<file path="src/hw/uart_rx_modes_pkg.sv">
//------------------------------------------------------------------------------
// Overview of operation
// - Armed start edge wakes oscillator and receiver clock
// - False start without other wake drops clock
// - Detection async only, own enable, sets flag
// - Detection operative in standby sleep only
// - Start and complete flags share one line
// - Both interrupts off: oscillator and receiver clock, no wake
// - Wake on start, else on complete, per enables
// - Oscillator stays on while reception runs
// - Break is more than eleven low bit times
// - Strict mode: bad sync sets flag, baud kept
// - Count sync from start bit over eight bits
// - Count upper ten integer, lower six fraction
// - Generic mode: no pattern check, range gated
// - Wait-for-break: next fall then rise is break
// - One-wire: transmit looped into receive input
// - Frame type is stop bit or ninth bit
// - Filter drops every data frame, keeps address frames
// - Infrared mode code, no double speed, inverted pins
// - Infrared pulse: 3/16, fixed clocks, or none
// - Long enough high pulse decodes zero, else one
// - Event input source disconnects receive pin
// - Pending request held until flag cleared
//------------------------------------------------------------------------------
package uart_rx_modes_pkg;

  //----------------------------------------------------------------------------
  // Register map
  //----------------------------------------------------------------------------
  localparam logic [7:0]  CTRL_OFFSET     = 8'h00;
  localparam logic [7:0]  STATUS_OFFSET   = 8'h04;
  localparam logic [7:0]  BAUD_OFFSET     = 8'h08;
  localparam logic [7:0]  TX_PULSE_OFFSET = 8'h0c;
  localparam logic [7:0]  RX_PULSE_OFFSET = 8'h10;
  localparam logic [7:0]  RX_DATA_OFFSET  = 8'h14;
  localparam logic [7:0]  TX_DATA_OFFSET  = 8'h18;

  localparam logic [18:0] CTRL_RESET      = 19'h0_2000;
  localparam logic [15:0] BAUD_RESET      = 16'h0400;
  localparam logic [7:0]  TX_PULSE_RESET  = 8'h08;
  localparam logic [6:0]  RX_PULSE_RESET  = 7'h04;

  //----------------------------------------------------------------------------
  // Timing figures
  //----------------------------------------------------------------------------
  localparam logic [16:0] ACC_STEP        = 17'h0_0040;
  localparam logic [16:0] ACC_STEP_2X     = 17'h0_0080;
  localparam logic [19:0] SYNC_STEP       = 20'h0_0008;
  localparam logic [23:0] BREAK_BITS      = 24'h00_000b;
  localparam logic [2:0]  SYNC_FALLS      = 3'h4;
  localparam logic [2:0]  SYNC_RISES      = 3'h4;
  localparam logic [19:0] BAUD_MIN        = 20'h0_0064;
  localparam logic [19:0] BAUD_MAX        = 20'h0_ffff;

  typedef enum logic [1:0] {RXM_NORMAL = 2'b00, RXM_GENERIC = 2'b01,
                            RXM_STRICT = 2'b10} rx_mode_t;
  typedef enum logic [1:0] {CM_ASYNC = 2'b00, CM_SYNC = 2'b01,
                            CM_INFRARED = 2'b10} comm_mode_t;
  typedef enum logic [1:0] {IRP_3_16 = 2'b00, IRP_FIXED = 2'b01,
                            IRP_NONE = 2'b10} ir_pulse_t;
  typedef enum logic [1:0] {SLP_ACTIVE = 2'b00, SLP_IDLE = 2'b01,
                            SLP_STANDBY = 2'b10, SLP_POWERDOWN = 2'b11} sleep_t;
  typedef enum logic [2:0] {RX_IDLE = 3'b000, RX_START = 3'b001, RX_DATA = 3'b010,
                            RX_STOP = 3'b011, AB_BREAK = 3'b100, AB_SYNC_WAIT = 3'b101,
                            AB_MEASURE = 3'b110, AB_TAIL = 3'b111} rx_state_t;

  typedef struct packed {
    logic       start_int_en;
    logic       done_int_en;
    logic       event_input_select;
    logic [1:0] ir_tx_pulse_mode;
    logic [3:0] char_size;
    logic       double_speed;
    logic [1:0] communication_mode_field;
    logic [1:0] receive_mode_select;
    logic       multiprocessor_filter_mode;
    logic       one_wire_mode;
    logic       start_frame_detect_enable;
    logic       tx_enable;
    logic       rx_enable;
  } ctrl_t;

  typedef struct packed {
    logic rx_busy;
    logic wait_for_break;
    logic break_flag;
    logic inconsistent_sync_flag;
    logic start_detected_flag;
    logic receive_complete_flag;
  } status_t;

endpackage

</file>
<file path="src/hw/uart_rx_special_modes.sv">
`timescale 1ns/100ps
module uart_rx_special_modes
  import uart_rx_modes_pkg::*;
(
  input  wire logic        pclk,
  input  wire logic        presetn,
  input  wire logic        psel,
  input  wire logic        penable,
  input  wire logic        pwrite,
  input  wire logic [7:0]  paddr,
  input  wire logic [31:0] pwdata,
  output logic      [31:0] prdata,
  output logic             pready,
  output logic             pslverr,
  input  wire logic        receive_pin,
  input  wire logic        event_rx_in,
  input  wire logic [1:0]  sleep_state,
  input  wire logic        other_wake,
  output logic             transmit_pin,
  output logic             rx_irq,
  output logic             osc_request,
  output logic             rx_clock_enable,
  output logic             system_wake
);

  ctrl_t       ctrl_ff;
  status_t     st_ff;
  status_t     nxt_st;
  rx_state_t   state_ff;
  logic [15:0] baud_ff;
  logic [7:0]  tx_pulse_ff;
  logic [6:0]  rx_pulse_ff;
  logic [8:0]  rx_data_ff;
  logic [31:0] prdata_ff;
  logic        pready_ff;
  logic        pslverr_ff;
  logic        mapped;
  logic [31:0] rd_value;
  logic        wr_now;
  logic        rd_now;

  //----------------------------------------------------------------------------
  // APB slave: one wait state so read data comes from a flop
  //----------------------------------------------------------------------------
  assign wr_now = psel & penable & pready_ff & pwrite;
  assign rd_now = psel & penable & pready_ff & ~pwrite;
  assign mapped = (paddr == CTRL_OFFSET) | (paddr == STATUS_OFFSET) |
                  (paddr == BAUD_OFFSET) | (paddr == TX_PULSE_OFFSET) |
                  (paddr == RX_PULSE_OFFSET) | (paddr == RX_DATA_OFFSET) |
                  (paddr == TX_DATA_OFFSET);

  always_comb
  begin
    rd_value = 32'h0000_0000;
    case (paddr)
      CTRL_OFFSET:     rd_value = {13'h0000, ctrl_ff};
      STATUS_OFFSET:   rd_value = {26'h000_0000, st_ff};
      BAUD_OFFSET:     rd_value = {16'h0000, baud_ff};
      TX_PULSE_OFFSET: rd_value = {24'h00_0000, tx_pulse_ff};
      RX_PULSE_OFFSET: rd_value = {25'h000_0000, rx_pulse_ff};
      RX_DATA_OFFSET:  rd_value = {23'h00_0000, rx_data_ff};
      default:         rd_value = 32'h0000_0000;
    endcase
  end

  always_ff @(posedge pclk or negedge presetn)
  begin
    if (!presetn)
    begin
      pready_ff  <= 1'b0;
      pslverr_ff <= 1'b0;
      prdata_ff  <= 32'h0000_0000;
    end
    else if (psel & penable & ~pready_ff)
    begin
      pready_ff  <= 1'b1;
      pslverr_ff <= ~mapped;
      prdata_ff  <= rd_value;
    end
    else
    begin
      pready_ff  <= 1'b0;
      pslverr_ff <= 1'b0;
    end
  end

  assign prdata  = prdata_ff;
  assign pready  = pready_ff;
  assign pslverr = pslverr_ff;

  //----------------------------------------------------------------------------
  // Line source selection and edge detection
  //----------------------------------------------------------------------------
  logic       ir_mode;
  logic       ds_eff;
  logic [16:0] step;
  logic [9:0] bit_clocks;
  logic       pin_src;
  logic       ir_pulse_in;
  logic [6:0] ir_high_ff;
  logic       ir_hit_ff;
  logic       ir_trigger;
  logic [9:0] ir_hold_ff;
  logic       tx_line_ff;
  logic       rx_line;
  logic       line_ff;
  logic       prev_ff;
  logic       fall;
  logic       rise;

  assign ir_mode     = ctrl_ff.communication_mode_field == CM_INFRARED;
  assign ds_eff      = ctrl_ff.double_speed & ~ir_mode;
  assign step        = ds_eff ? ACC_STEP_2X : ACC_STEP;
  assign bit_clocks  = ds_eff ? {1'b0, baud_ff[15:7]} : baud_ff[15:6];
  assign pin_src     = ctrl_ff.event_input_select ? event_rx_in : receive_pin;
  assign ir_pulse_in = ir_mode & ~pin_src;
  assign ir_trigger  = ir_pulse_in & ~ir_hit_ff &
                       ({1'b0, ir_high_ff} + 8'h01 >= {1'b0, rx_pulse_ff});

  // Decoder: a qualified pulse holds the line low for one bit time
  always_ff @(posedge pclk or negedge presetn)
  begin
    if (!presetn)
    begin
      ir_high_ff <= 7'h00;
      ir_hit_ff  <= 1'b0;
      ir_hold_ff <= 10'h000;
    end
    else
    begin
      ir_high_ff <= ir_pulse_in ? ((ir_high_ff == 7'h7f) ? ir_high_ff : ir_high_ff + 7'h01)
                                : 7'h00;
      ir_hit_ff  <= ir_pulse_in & (ir_hit_ff | ir_trigger);
      if (ir_trigger)
        ir_hold_ff <= bit_clocks;
      else if (ir_hold_ff != 10'h000)
        ir_hold_ff <= ir_hold_ff - 10'h001;
    end
  end

  always_comb
  begin
    if (ctrl_ff.one_wire_mode)
      rx_line = tx_line_ff;
    else if (ir_mode)
      rx_line = (ir_hold_ff == 10'h000) & ~ir_trigger;
    else
      rx_line = pin_src;
  end

  always_ff @(posedge pclk or negedge presetn)
  begin
    if (!presetn)
    begin
      line_ff <= 1'b1;
      prev_ff <= 1'b1;
    end
    else
    begin
      line_ff <= rx_line;
      prev_ff <= line_ff;
    end
  end

  assign fall = prev_ff & ~line_ff;
  assign rise = ~prev_ff & line_ff;

  //----------------------------------------------------------------------------
  // Receiver, break detector and sync measurement
  //----------------------------------------------------------------------------
  logic [16:0] rx_acc_ff;
  logic        rx_tick;
  logic [3:0]  bit_idx_ff;
  logic [8:0]  shift_ff;
  logic [23:0] low_cnt_ff;
  logic        autobaud;
  logic        brk_long;
  logic        start_evt;
  logic        false_start;
  logic        frame_done;
  logic        accept;
  logic        type_bit;
  logic [19:0] meas_ff;
  logic [15:0] iv_ff;
  logic [15:0] iv_min_ff;
  logic [15:0] iv_max_ff;
  logic [15:0] iv_now;
  logic [15:0] iv_lo;
  logic [15:0] iv_hi;
  logic [2:0]  falls_ff;
  logic [2:0]  rises_ff;
  logic        sync_end;
  logic        strict_ok;
  logic        range_ok;
  logic        baud_load;
  logic        isf_set;
  logic        brk_set;
  logic        in_autobaud;
  logic        armed;

  assign rx_tick     = (rx_acc_ff + step) >= {1'b0, baud_ff};
  assign autobaud    = ctrl_ff.receive_mode_select != RXM_NORMAL;
  assign brk_long    = low_cnt_ff > ({8'h00, baud_ff} * BREAK_BITS);
  assign in_autobaud = state_ff[2];
  assign start_evt   = (state_ff == RX_IDLE) & ctrl_ff.rx_enable & fall & ~st_ff.wait_for_break;
  assign false_start = (state_ff == RX_START) & rx_tick & line_ff;
  assign type_bit    = (ctrl_ff.char_size == 4'h9) ? shift_ff[8] : line_ff;
  assign frame_done  = (state_ff == RX_STOP) & rx_tick;
  assign accept      = ~ctrl_ff.multiprocessor_filter_mode | type_bit;
  assign iv_now      = iv_ff + 16'h0001;
  assign iv_lo       = (iv_now < iv_min_ff) ? iv_now : iv_min_ff;
  assign iv_hi       = (iv_now > iv_max_ff) ? iv_now : iv_max_ff;
  assign sync_end    = (state_ff == AB_MEASURE) & fall & (falls_ff == SYNC_FALLS - 3'h1);
  // Edge pattern and even spacing stand for the 0x55 check and bit validity
  assign strict_ok   = (rises_ff == SYNC_RISES) & (meas_ff <= BAUD_MAX) &
                       ((iv_hi - iv_lo) <= {3'h0, meas_ff[18:6]});
  assign range_ok    = (meas_ff + SYNC_STEP >= BAUD_MIN) & (meas_ff + SYNC_STEP <= BAUD_MAX);
  assign baud_load   = sync_end & ((ctrl_ff.receive_mode_select == RXM_STRICT) ? strict_ok
                                   : range_ok);
  assign isf_set     = sync_end & (ctrl_ff.receive_mode_select == RXM_STRICT) & ~strict_ok;
  assign brk_set     = autobaud & ctrl_ff.rx_enable &
                       ((brk_long & ~in_autobaud) |
                        ((state_ff == AB_BREAK) & rise & st_ff.wait_for_break));

  always_ff @(posedge pclk or negedge presetn)
  begin
    if (!presetn)
      low_cnt_ff <= 24'h00_0000;
    else if (line_ff)
      low_cnt_ff <= 24'h00_0000;
    else if (low_cnt_ff != 24'hff_ffff)
      low_cnt_ff <= low_cnt_ff + {7'h00, step};
  end

  always_ff @(posedge pclk or negedge presetn)
  begin
    if (!presetn)
    begin
      state_ff   <= RX_IDLE;
      rx_acc_ff  <= 17'h0_0000;
      bit_idx_ff <= 4'h0;
      shift_ff   <= 9'h000;
    end
    else if (!ctrl_ff.rx_enable)
      state_ff <= RX_IDLE;
    else if (brk_long & autobaud & ~in_autobaud)
      state_ff <= AB_BREAK;
    else
    begin
      rx_acc_ff <= rx_tick ? rx_acc_ff + step - {1'b0, baud_ff} : rx_acc_ff + step;
      case (state_ff)
        RX_IDLE:
        begin
          rx_acc_ff <= {2'b00, baud_ff[15:1]};
          shift_ff  <= 9'h000;
          if (fall & st_ff.wait_for_break & autobaud)
            state_ff <= AB_BREAK;
          else if (start_evt)
            state_ff <= RX_START;
        end
        RX_START:
          if (rx_tick)
          begin
            bit_idx_ff <= 4'h0;
            state_ff   <= line_ff ? RX_IDLE : RX_DATA;
          end
        RX_DATA:
          if (rx_tick)
          begin
            shift_ff[bit_idx_ff] <= line_ff;
            bit_idx_ff           <= bit_idx_ff + 4'h1;
            if (bit_idx_ff == ctrl_ff.char_size - 4'h1)
              state_ff <= RX_STOP;
          end
        RX_STOP:
          if (rx_tick)
            state_ff <= RX_IDLE;
        AB_BREAK:
          if (rise)
            state_ff <= AB_SYNC_WAIT;
        AB_SYNC_WAIT:
          if (fall)
            state_ff <= AB_MEASURE;
        AB_MEASURE:
          if (sync_end)
            state_ff <= AB_TAIL;
        AB_TAIL:
          if (rise)
            state_ff <= RX_IDLE;
        default:
          state_ff <= RX_IDLE;
      endcase
    end
  end

  // Sync measurement: eight counts per clock over eight bit times gives 64x
  always_ff @(posedge pclk or negedge presetn)
  begin
    if (!presetn)
    begin
      meas_ff   <= 20'h0_0000;
      iv_ff     <= 16'h0000;
      iv_min_ff <= 16'hffff;
      iv_max_ff <= 16'h0000;
      falls_ff  <= 3'h0;
      rises_ff  <= 3'h0;
    end
    else if (state_ff != AB_MEASURE)
    begin
      meas_ff   <= 20'h0_0000;
      iv_ff     <= 16'h0000;
      iv_min_ff <= 16'hffff;
      iv_max_ff <= 16'h0000;
      falls_ff  <= 3'h0;
      rises_ff  <= 3'h0;
    end
    else
    begin
      if (meas_ff != 20'hf_fff8)
        meas_ff <= meas_ff + SYNC_STEP;
      iv_ff <= fall ? 16'h0000 : ((iv_ff == 16'hffff) ? iv_ff : iv_now);
      if (fall)
      begin
        iv_min_ff <= iv_lo;
        iv_max_ff <= iv_hi;
        falls_ff  <= falls_ff + 3'h1;
      end
      if (rise & (rises_ff != 3'h7))
        rises_ff <= rises_ff + 3'h1;
    end
  end

  always_ff @(posedge pclk or negedge presetn)
  begin
    if (!presetn)
      rx_data_ff <= 9'h000;
    else if (frame_done & accept)
      rx_data_ff <= shift_ff;
  end

  //----------------------------------------------------------------------------
  // Registers written by software, with hardware updates
  //----------------------------------------------------------------------------
  always_ff @(posedge pclk or negedge presetn)
  begin
    if (!presetn)
    begin
      ctrl_ff     <= ctrl_t'(CTRL_RESET);
      tx_pulse_ff <= TX_PULSE_RESET;
      rx_pulse_ff <= RX_PULSE_RESET;
    end
    else if (wr_now)
    begin
      if (paddr == CTRL_OFFSET)
        ctrl_ff <= ctrl_t'(pwdata[18:0]);
      if (paddr == TX_PULSE_OFFSET)
        tx_pulse_ff <= pwdata[7:0];
      if (paddr == RX_PULSE_OFFSET)
        rx_pulse_ff <= pwdata[6:0];
    end
  end

  // A rejected measurement never reaches this register
  always_ff @(posedge pclk or negedge presetn)
  begin
    if (!presetn)
      baud_ff <= BAUD_RESET;
    else if (baud_load)
      baud_ff <= meas_ff[15:0] + SYNC_STEP[15:0];
    else if (wr_now & (paddr == BAUD_OFFSET))
      baud_ff <= pwdata[15:0];
  end

  // Flags: hardware set wins over a software clear in the same cycle
  always_comb
  begin
    nxt_st = st_ff;
    if (wr_now & (paddr == STATUS_OFFSET))
    begin
      nxt_st.receive_complete_flag  = st_ff.receive_complete_flag & ~pwdata[0];
      nxt_st.start_detected_flag    = st_ff.start_detected_flag & ~pwdata[1];
      nxt_st.inconsistent_sync_flag = st_ff.inconsistent_sync_flag & ~pwdata[2];
      nxt_st.break_flag             = st_ff.break_flag & ~pwdata[3];
      nxt_st.wait_for_break         = st_ff.wait_for_break | pwdata[4];
    end
    if (rd_now & (paddr == RX_DATA_OFFSET))
      nxt_st.receive_complete_flag = 1'b0;
    if (!ctrl_ff.rx_enable)
      nxt_st.receive_complete_flag = 1'b0;
    if (frame_done & accept)
      nxt_st.receive_complete_flag = 1'b1;
    if (start_evt & armed)
      nxt_st.start_detected_flag = 1'b1;
    if (isf_set)
      nxt_st.inconsistent_sync_flag = 1'b1;
    if (brk_set)
    begin
      nxt_st.break_flag     = 1'b1;
      nxt_st.wait_for_break = 1'b0;
    end
    nxt_st.rx_busy = state_ff != RX_IDLE;
  end

  always_ff @(posedge pclk or negedge presetn)
  begin
    if (!presetn)
      st_ff <= status_t'(6'h00);
    else
      st_ff <= nxt_st;
  end

  //----------------------------------------------------------------------------
  // Start-frame wake-up and shared interrupt line
  //----------------------------------------------------------------------------
  logic session_ff;
  logic nxt_session;
  logic wake_ff;
  logic irq_ff;
  logic osc_ff;
  logic clk_en_ff;

  assign armed = ctrl_ff.start_frame_detect_enable & ctrl_ff.rx_enable &
                 (ctrl_ff.communication_mode_field == CM_ASYNC) &
                 (sleep_state == SLP_STANDBY);

  always_comb
  begin
    nxt_session = session_ff;
    if (sleep_state != SLP_STANDBY)
      nxt_session = 1'b0;
    else if (start_evt & armed)
      nxt_session = 1'b1;
    else if ((false_start & ~other_wake) | frame_done)
      nxt_session = 1'b0;
  end

  always_ff @(posedge pclk or negedge presetn)
  begin
    if (!presetn)
    begin
      session_ff <= 1'b0;
      osc_ff     <= 1'b1;
      clk_en_ff  <= 1'b1;
      wake_ff    <= 1'b0;
      irq_ff     <= 1'b0;
    end
    else
    begin
      session_ff <= nxt_session;
      // Sleep entry cannot stop the oscillator mid-frame
      osc_ff     <= (sleep_state == SLP_ACTIVE) | nxt_session |
                    (state_ff != RX_IDLE) | start_evt;
      clk_en_ff  <= (sleep_state != SLP_STANDBY) | nxt_session;
      if (sleep_state == SLP_ACTIVE)
        wake_ff <= 1'b0;
      else if (armed & start_evt & ctrl_ff.start_int_en)
        wake_ff <= 1'b1;
      else if (session_ff & frame_done & accept & ctrl_ff.done_int_en &
               ~ctrl_ff.start_int_en)
        wake_ff <= 1'b1;
      irq_ff <= (nxt_st.receive_complete_flag & ctrl_ff.done_int_en) |
                (nxt_st.start_detected_flag & ctrl_ff.start_int_en);
    end
  end

  assign rx_irq          = irq_ff;
  assign osc_request     = osc_ff;
  assign rx_clock_enable = clk_en_ff;
  assign system_wake     = wake_ff;

  //----------------------------------------------------------------------------
  // Transmitter with infrared pulse shaping
  //----------------------------------------------------------------------------
  logic [16:0] tx_acc_ff;
  logic        tx_tick;
  logic        tx_busy_ff;
  logic [9:0]  tx_shift_ff;
  logic [3:0]  tx_left_ff;
  logic [8:0]  char_mask;
  logic        tx_load;
  logic [7:0]  ir_cnt_ff;
  logic [17:0] baud_x3;
  logic [7:0]  pulse_len;
  logic        pin_ff;

  assign tx_tick   = (tx_acc_ff + step) >= {1'b0, baud_ff};
  assign char_mask = ~(9'h1ff << ctrl_ff.char_size);
  assign tx_load   = wr_now & (paddr == TX_DATA_OFFSET) & ~tx_busy_ff & ctrl_ff.tx_enable;
  assign baud_x3   = {2'b00, baud_ff} * 18'h0_0003;

  always_comb
  begin
    case (ctrl_ff.ir_tx_pulse_mode)
      IRP_3_16:  pulse_len = ds_eff ? {1'b0, baud_x3[17:11]} : baud_x3[17:10];
      IRP_FIXED: pulse_len = tx_pulse_ff;
      default:   pulse_len = 8'h00;
    endcase
  end

  always_ff @(posedge pclk or negedge presetn)
  begin
    if (!presetn)
    begin
      tx_acc_ff   <= 17'h0_0000;
      tx_busy_ff  <= 1'b0;
      tx_shift_ff <= 10'h3ff;
      tx_left_ff  <= 4'h0;
      tx_line_ff  <= 1'b1;
      ir_cnt_ff   <= 8'h00;
    end
    else
    begin
      tx_acc_ff <= tx_tick ? tx_acc_ff + step - {1'b0, baud_ff} : tx_acc_ff + step;
      if (ir_cnt_ff != 8'h00)
        ir_cnt_ff <= ir_cnt_ff - 8'h01;
      if (tx_load)
      begin
        tx_acc_ff   <= 17'h0_0000;
        tx_busy_ff  <= 1'b1;
        tx_shift_ff <= {1'b1, pwdata[8:0] | ~char_mask};
        tx_left_ff  <= ctrl_ff.char_size + 4'h1;
        tx_line_ff  <= 1'b0;
        ir_cnt_ff   <= pulse_len;
      end
      else if (tx_busy_ff & tx_tick)
      begin
        if (tx_left_ff != 4'h0)
        begin
          tx_line_ff  <= tx_shift_ff[0];
          tx_shift_ff <= {1'b1, tx_shift_ff[9:1]};
          tx_left_ff  <= tx_left_ff - 4'h1;
          if (!tx_shift_ff[0])
            ir_cnt_ff <= pulse_len;
        end
        else
          tx_busy_ff <= 1'b0;
      end
    end
  end

  always_ff @(posedge pclk or negedge presetn)
  begin
    if (!presetn)
      pin_ff <= 1'b1;
    else if (ir_mode & (ctrl_ff.ir_tx_pulse_mode != IRP_NONE))
      pin_ff <= ir_cnt_ff == 8'h00;
    else
      pin_ff <= tx_line_ff;
  end

  assign transmit_pin = pin_ff;

endmodule

</file>
<file path="config.mk">
export PLATFORM = sky130hd
export DESIGN_NAME = uart_rx_special_modes
export DESIGN_NICKNAME = d
export VERILOG_FILES = /design/src/hw/uart_rx_modes_pkg.sv /design/src/hw/uart_rx_special_modes.sv
export SDC_FILE = /design/constraint.sdc
export NUM_CORES = 1
export LEC_CHECK = 0
export ABC_AREA = 1
export ABC_CLOCK_PERIOD_IN_PS = 13400
export BUFFER_PORTS_ARGS = -buffer_cell sky130_fd_sc_hd__buf_2
export CORE_MARGIN = 1
export CORE_UTILIZATION = 35
export DETAILED_ROUTE_END_ITERATION = 12
export GPL_TIMING_DRIVEN = 1
export SETUP_SLACK_MARGIN = 0.15
export SYNTH_ARGS = -nofsm -noshare
export SYNTH_HDL_FRONTEND = slang
export SYNTH_SLANG_ARGS = --single-unit
</file>
<file path="constraint.sdc">
create_clock -name pclk -period 13.4 [get_ports pclk]
set_input_delay 1.34 -clock pclk [delete_from_list [all_inputs] [get_ports pclk]]
set_output_delay 1.34 -clock pclk [all_outputs]
set_load 0.05 [all_outputs]
</file>
## Word-level counts from Yosys, hierarchy flattened

Cells that the tools add are included.

- Add/sub/neg operators: 19
- Multiply operators: 2
- $lt $le $gt $ge: 12
- Eq/ne operators: 43
- Shifts and indexed selects: 1
- Muxes and demuxes: 92
- Bitwise operators: 102
- Reduce and logical (&&, ||, !) cells: 35

Operators with widths:

| kind | count |
|---|---|
| 16-bit 2-to-1 mux | 11 |
| 19-bit one-hot mux with 6 select lines | 1 |
| 17-bit 2-to-1 mux | 4 |
| 1-bit AND | 62 |
| 10-bit 2-to-1 mux | 6 |
| 8-bit 2-to-1 mux | 7 |
| 24-bit 2-to-1 mux | 2 |
| 3-bit 2-to-1 mux | 16 |
| 20-bit by 16-bit less-or-equal comparator with 1-bit output (second input constant) | 2 |
| 20-bit 2-to-1 mux | 2 |
| 17-bit by 8-bit adder with 17-bit output | 2 |
| 17-bit by 16-bit >= comparator with 1-bit output | 2 |
| 17-bit by 16-bit subtractor with 17-bit output | 2 |
| 1-bit 2-to-1 mux | 26 |
| 2-bit nonzero test | 13 |
| 24-bit by 8-bit adder with 24-bit output | 1 |
| 8-bit by 5-bit equality test with 1-bit output (second input constant) | 3 |
| 24-bit by 20-bit greater-than comparator with 1-bit output | 1 |
| 24-bit != test (second input constant) | 1 |
| 3-bit one-hot mux with 8 select lines | 1 |
| 1-bit NOT | 21 |
| 20-bit by 4-bit adder with 20-bit output (second input constant) | 1 |
| 20-bit by 7-bit >= comparator with 1-bit output (second input constant) | 1 |
| 16-bit by 4-bit multiplier with 20-bit output (second input constant) | 1 |
| 61 further kinds | 117 |

- Register bits after elaboration: 297
- Word-level logic and storage cells: 360

## Logic depth before layout (Yosys ltp)

- Depth after elaboration: 16
- Mapped depth: 48
- Depth with buffers taken out: 47

## Worst setup path after synthesis

Ideal clock, no wire load.

- Path kind: reg2reg
- Start: register iv_ff[0]
- End: register baud_ff[15]
- Setup time: 0.125 ns
- Arrival: 5.568 ns
- Required time: 13.275 ns
- Slack: 7.707 ns
- Cell stages (with the launch flop): 43
- Path buffers: 2
- Clock period less this slack: 5.693 ns
- Cells stage by stage: dfrtp_1 -> ha_1 -> nand2_1 -> nor2_1 -> nand4_1 -> nor2_1 -> nand2_1 -> nor3_2 -> xor2_1 -> inv_1 -> ha_1 -> nand2_1 -> nor3_1 -> nand3_1 -> nand2_1 -> clkbuf_1 -> nand2_1 -> o21ai_0 -> [... 7 more ...] -> a21boi_0 -> xnor2_1 -> ha_1 -> nand2_1 -> nor2_1 -> nor3_1 -> nand3_1 -> nand2_1 -> nand2_1 -> nand2_1 -> nand3_1 -> nor2_1 -> nand3_1 -> nand2_2 -> nand2_4 -> buf_6 -> nand3_1 -> nand3_1

- Word-level cells in the longest chain between the ends: 9
- Elaborated cells on any way between the ends: 12
- Those cells by class: 2 x add/sub; 3 x order compare; 4 x mux; 2 x bitwise; 1 x reduce/logical

RTL lines:

| element | RTL line | source |
|---|---|---|
| from (decl) | uart_rx_special_modes.sv:184 | `logic [15:0] iv_ff;` |
| from (signal assigned) | uart_rx_special_modes.sv:321 | `iv_ff <= fall ? 16'h0000 : ((iv_ff == 16'hffff) ? iv_ff : iv_now);` |
| 16-bit by 1-bit adder with 16-bit output (*) | uart_rx_special_modes.sv:210 | `assign iv_now = iv_ff + 16'h0001;` |
| 16-bit greater-than comparator / 16-bit < comparator (equally long branches) | uart_rx_special_modes.sv:212, uart_rx_special_modes.sv:211 |  |
| 16-bit 2-to-1 mux (on tied branches) | uart_rx_special_modes.sv:212, uart_rx_special_modes.sv:211 |  |
| 16-bit subtractor (*) | uart_rx_special_modes.sv:216 | `((iv_hi - iv_lo) <= {3'h0, meas_ff[18:6]});` |
| 16-bit by 13-bit less-or-equal comparator with 1-bit output (*) | uart_rx_special_modes.sv:216 |  |
| 1-bit AND (*) | uart_rx_special_modes.sv:215 | `assign strict_ok = (rises_ff == SYNC_RISES) & (meas_ff <= BAUD_MAX) &` |
| 1-bit 2-to-1 mux (*) | uart_rx_special_modes.sv:218 | `assign baud_load = sync_end & ((ctrl_ff.receive_mode_select == RXM_STRICT) ? strict_ok` |
| 1-bit AND (*) | uart_rx_special_modes.sv:218 |  |
| 16-bit 2-to-1 mux / 2-bit nonzero test (equally long branches) | - |  |
| to (signal assigned) | uart_rx_special_modes.sv:369 | `baud_ff <= meas_ff[15:0] + SYNC_STEP[15:0];` |
| to (signal assigned) | uart_rx_special_modes.sv:371 | `baud_ff <= pwdata[15:0];` |
| to (decl) | uart_rx_special_modes.sv:30 | `logic [15:0] baud_ff;` |

Every way passes the cells marked *; elsewhere a longest branch is shown, timed or not.
A chain may end at the register's enable or synchronous reset.

## Worst setup path after layout

- Start: register iv_ff[0]
- End: register baud_ff[6]

Same word-level chain as after synthesis.

==> metrics.txt <==
status=finished, final reports clean; Hold/Removal Path Class=reg2reg; final hold violations=0; clock buffer depth=3; most common cell after layout, fill and taps aside=nand2_1; first-pass GRT wire length=roughly 90000 um; Worst Tran Pin Value=approximately 900 ps; CTS Root Buffer Type=clkbuf_16; # nets final=just over 3000; Total GRT Usage=about a fifth; pre-CTS setup slack=between 6000 and 7000 ps; post-cts gate resize count=0; CTS tree=done; fmax=143 MHz; total number of clock tree sinks=between 200 and 300; switching share of total power=a little under a third; Synth async-reset ratio=100%; DRT iter0 DRCs=about 1100; DRC=0; Area growth, synth to finish=11.2%; CP required=13840 ps; ANT cells=0; PD cells=roughly 100 nW/um2; leak pwr=about 11 nW; post-synthesis area per instance=~7.5 um2; synthesized instance count=between 2000 and 3000; drt total wl=57400 um; Crit Path Class=reg2reg; Post-synth EDFFs=0; Final setup viols=0; chip height=roughly 240 um; Initial Util=between 30 and 40%; TritonCTS Buffers=36; Crit path arrival time=about 7400 ps; part of the power in registers=37.9%; Worst Path Buf+Inv=3; Post-Syn Area=slightly above 20000 um2; initial antenna violation count=1; most used cell, CP=nand2_1; final critical-path share of the clock period=between 50% and 60%; delay-heaviest family, CP=simple AND/OR/NAND/NOR gates; Post-synth top flop=dfrtp_1; Cells after DPL=about 3500; die area=about 60000 um2; crit-path max cell delay=about 480 ps; most frequent cells in the layout=nand2_1, inv_1, o21ai_0, dfrtp_1, nor2_1; Sw Pwr=0.000722 W; post-route ant nets=0; Yosys Warn Count=0; WL/cell=approximately 16 um; worst vdd ir=about 0.09 mV; GR Overflow Total=0; min cycle time layout=7010 ps; FP Rows=88; die width=between 200 and 250 um; Yosys reg bits=about 270; IO Pins=89; via count of the first global-routing pass=roughly 17000; Post-Place Cell Area=21600 um2; clk slew on worst S/H paths=~60 ps; max-cap violations=0; input/output buffers=between 60 and 70; Clk Latency, worst-skew pair=about 570 ps; Gate power share=a little under a fifth; crit-path max FO=32; Final HPWL DP=about 42000 um; H-tree depth=2; layout cells sized above 1=between 8 and 9%; register area share after synthesis=33.5%; core region area=about 58000 um2; clock power share=between 40 and 50%; crit start category=flip-flop; RD Place Congestion=between 0.9 and 1; Post-CTS Setup Inserts=0; total negative slack=0 ps; Hold Slack=~470 ps; RSZ-0062 raised after global routing=false; # fillers=between 6000 and 7000; hold buffers post-CTS=0; post-route cell area=~23000 um2; via count=~18000; Max Slew Vio Count=0; Power Internal=between 0.0015 and 0.002 W; DR vias/cell=about 5; Rel. slew slack=between 30% and 40%; Slowest cell on crit path=dfrtp_1; Setup crit end kind=flip-flop; clock skew=~25 ps; Finished Layout Cells=3602; largest net degree at the start of global routing=between 100 and 150; Cell variety after synth=67; fin worst setup slack=6390 ps; first drt pass iteration count=5; Reg2Reg Setup Slack=between 6000 and 7000 ps
[registers in the layout, indices dropped and copies added, names as in the netlist, 4 cells and up]
| signal | flops |
|---|---|
| tx_left_ff | 4 |
| rx_data_ff | 9 |
| tx_acc_ff | 17 |
| ir_high_ff | 7 |
| rx_acc_ff | 17 |
| tx_pulse_ff | 8 |
| iv_max_ff | 16 |
| st_ff | 6 |
| rx_pulse_ff | 7 |
| tx_shift_ff | 9 |
| meas_ff | 17 |
| shift_ff | 9 |
| baud_ff | 16 |
| ir_hold_ff | 10 |
| ir_cnt_ff | 8 |
| iv_min_ff | 16 |
| prdata | 19 |
| iv_ff | 16 |
| low_cnt_ff | 18 |
| ctrl_ff | 19 |
| bit_idx_ff | 4 |
[final timing paths]
kind                                   to  cells past startpoint   startpoint
max in group asynchronous   ir_high_ff[1]                      2      presetn
min in group asynchronous  low_cnt_ff[11]                      1      presetn
max reg2reg                    baud_ff[6]                     41     iv_ff[0]
max                            baud_ff[6]                     41     iv_ff[0]
min                           shift_ff[7]                      2  shift_ff[7]
min reg2reg                   shift_ff[7]                      2  shift_ff[7]
[synthesized netlist by cell type (6+ instances only)]
master,count,area (um2)
xor2_1,67,587
dfrtp_1,239,5980
mux2_4,7,105
o21bai_1,7,52.6
a21oi_1,157,786
nor3_1,33,165
o22ai_1,20,125
o21ai_1,18,90.1
xnor2_1,38,333
nor3_2,9,90.1
buf_2,7,35.0
nor2_1,219,822
inv_2,10,37.5
nor2_2,7,43.8
o211ai_1,10,75.1
nand3_2,6,60.1
nand3b_1,13,97.6
a21o_1,11,82.6
o31ai_1,9,67.6
nand2_1,631,2370
a31oi_1,10,62.6
o21ai_0,271,1360
nand4_1,32,200
inv_1,387,1450
nand3_1,142,711
buf_4,17,128
or2_2,7,43.8
dfstp_2,35,920
clkbuf_1,38,143
buf_1,6,22.5
fa_1,20,400
ha_1,194,2430
a211oi_1,6,45.0
nor4_1,8,50.1
[cell type report]
type	count	area, um2	share of cell area [%]
inverter	399	1500	6.54
clock buffer	47	1010	4.42
multi-input combinational	2025	11900	51.8
tap	765	957	4.18
sequential	274	6900	30.1
clock inverter	19	259	1.13
timing repair buffer	73	415	1.81
[kinds of logic (layout without fill, tap and decap cells)]
logic type,after synthesis,in the layout,synth area share [%]
buf+inv,472,538,9.14
other cells,1,13,0.0182
mux,9,9,0.620
fa+ha+maj,214,214,13.7
simple gates,1131,1131,23.7
flops,274,274,33.5
compound gates,552,552,14.8
xor+xnor,106,106,4.54
[metrics by stage]
step	total power [W]	util (%)
CTS	0.00241	39.6
finish	0.00239	39.6
global route	0.00251	39.6
global placement	0.00135	37.4
detailed placement	0.00136	37.4
floorplan	0.00125	-
[power by group through the flow]
stage	Sequential, W	Clock (W)	Combinational [W]
after floorplan	0.000922	0	0.000326
after global placement	0.000919	0	0.000431
after detailed placement	0.000920	0	0.000436
after CTS	0.000906	0.00107	0.000438
after global routing	0.000911	0.00110	0.000498
final	0.000906	0.00105	0.000436
[layer usage]
metal / track usage (%) / part of all wire [%]
met1: 27.8 / 49
met2: 29.8 / 43
met3: 3.13 / 5.6
met4: 5.33 / 2.4
met5: 0 / 0.023
[worst reg2reg max path, delay by kind of cell, from the launching register on]
family	cells	cell delay, ps
compound gates	2	440
flops	1	480
buf+inv	3	500
simple gates	29	3640
xor+xnor	2	440
fa+ha+maj	5	1400
Power figures use the tool's default switching activity.
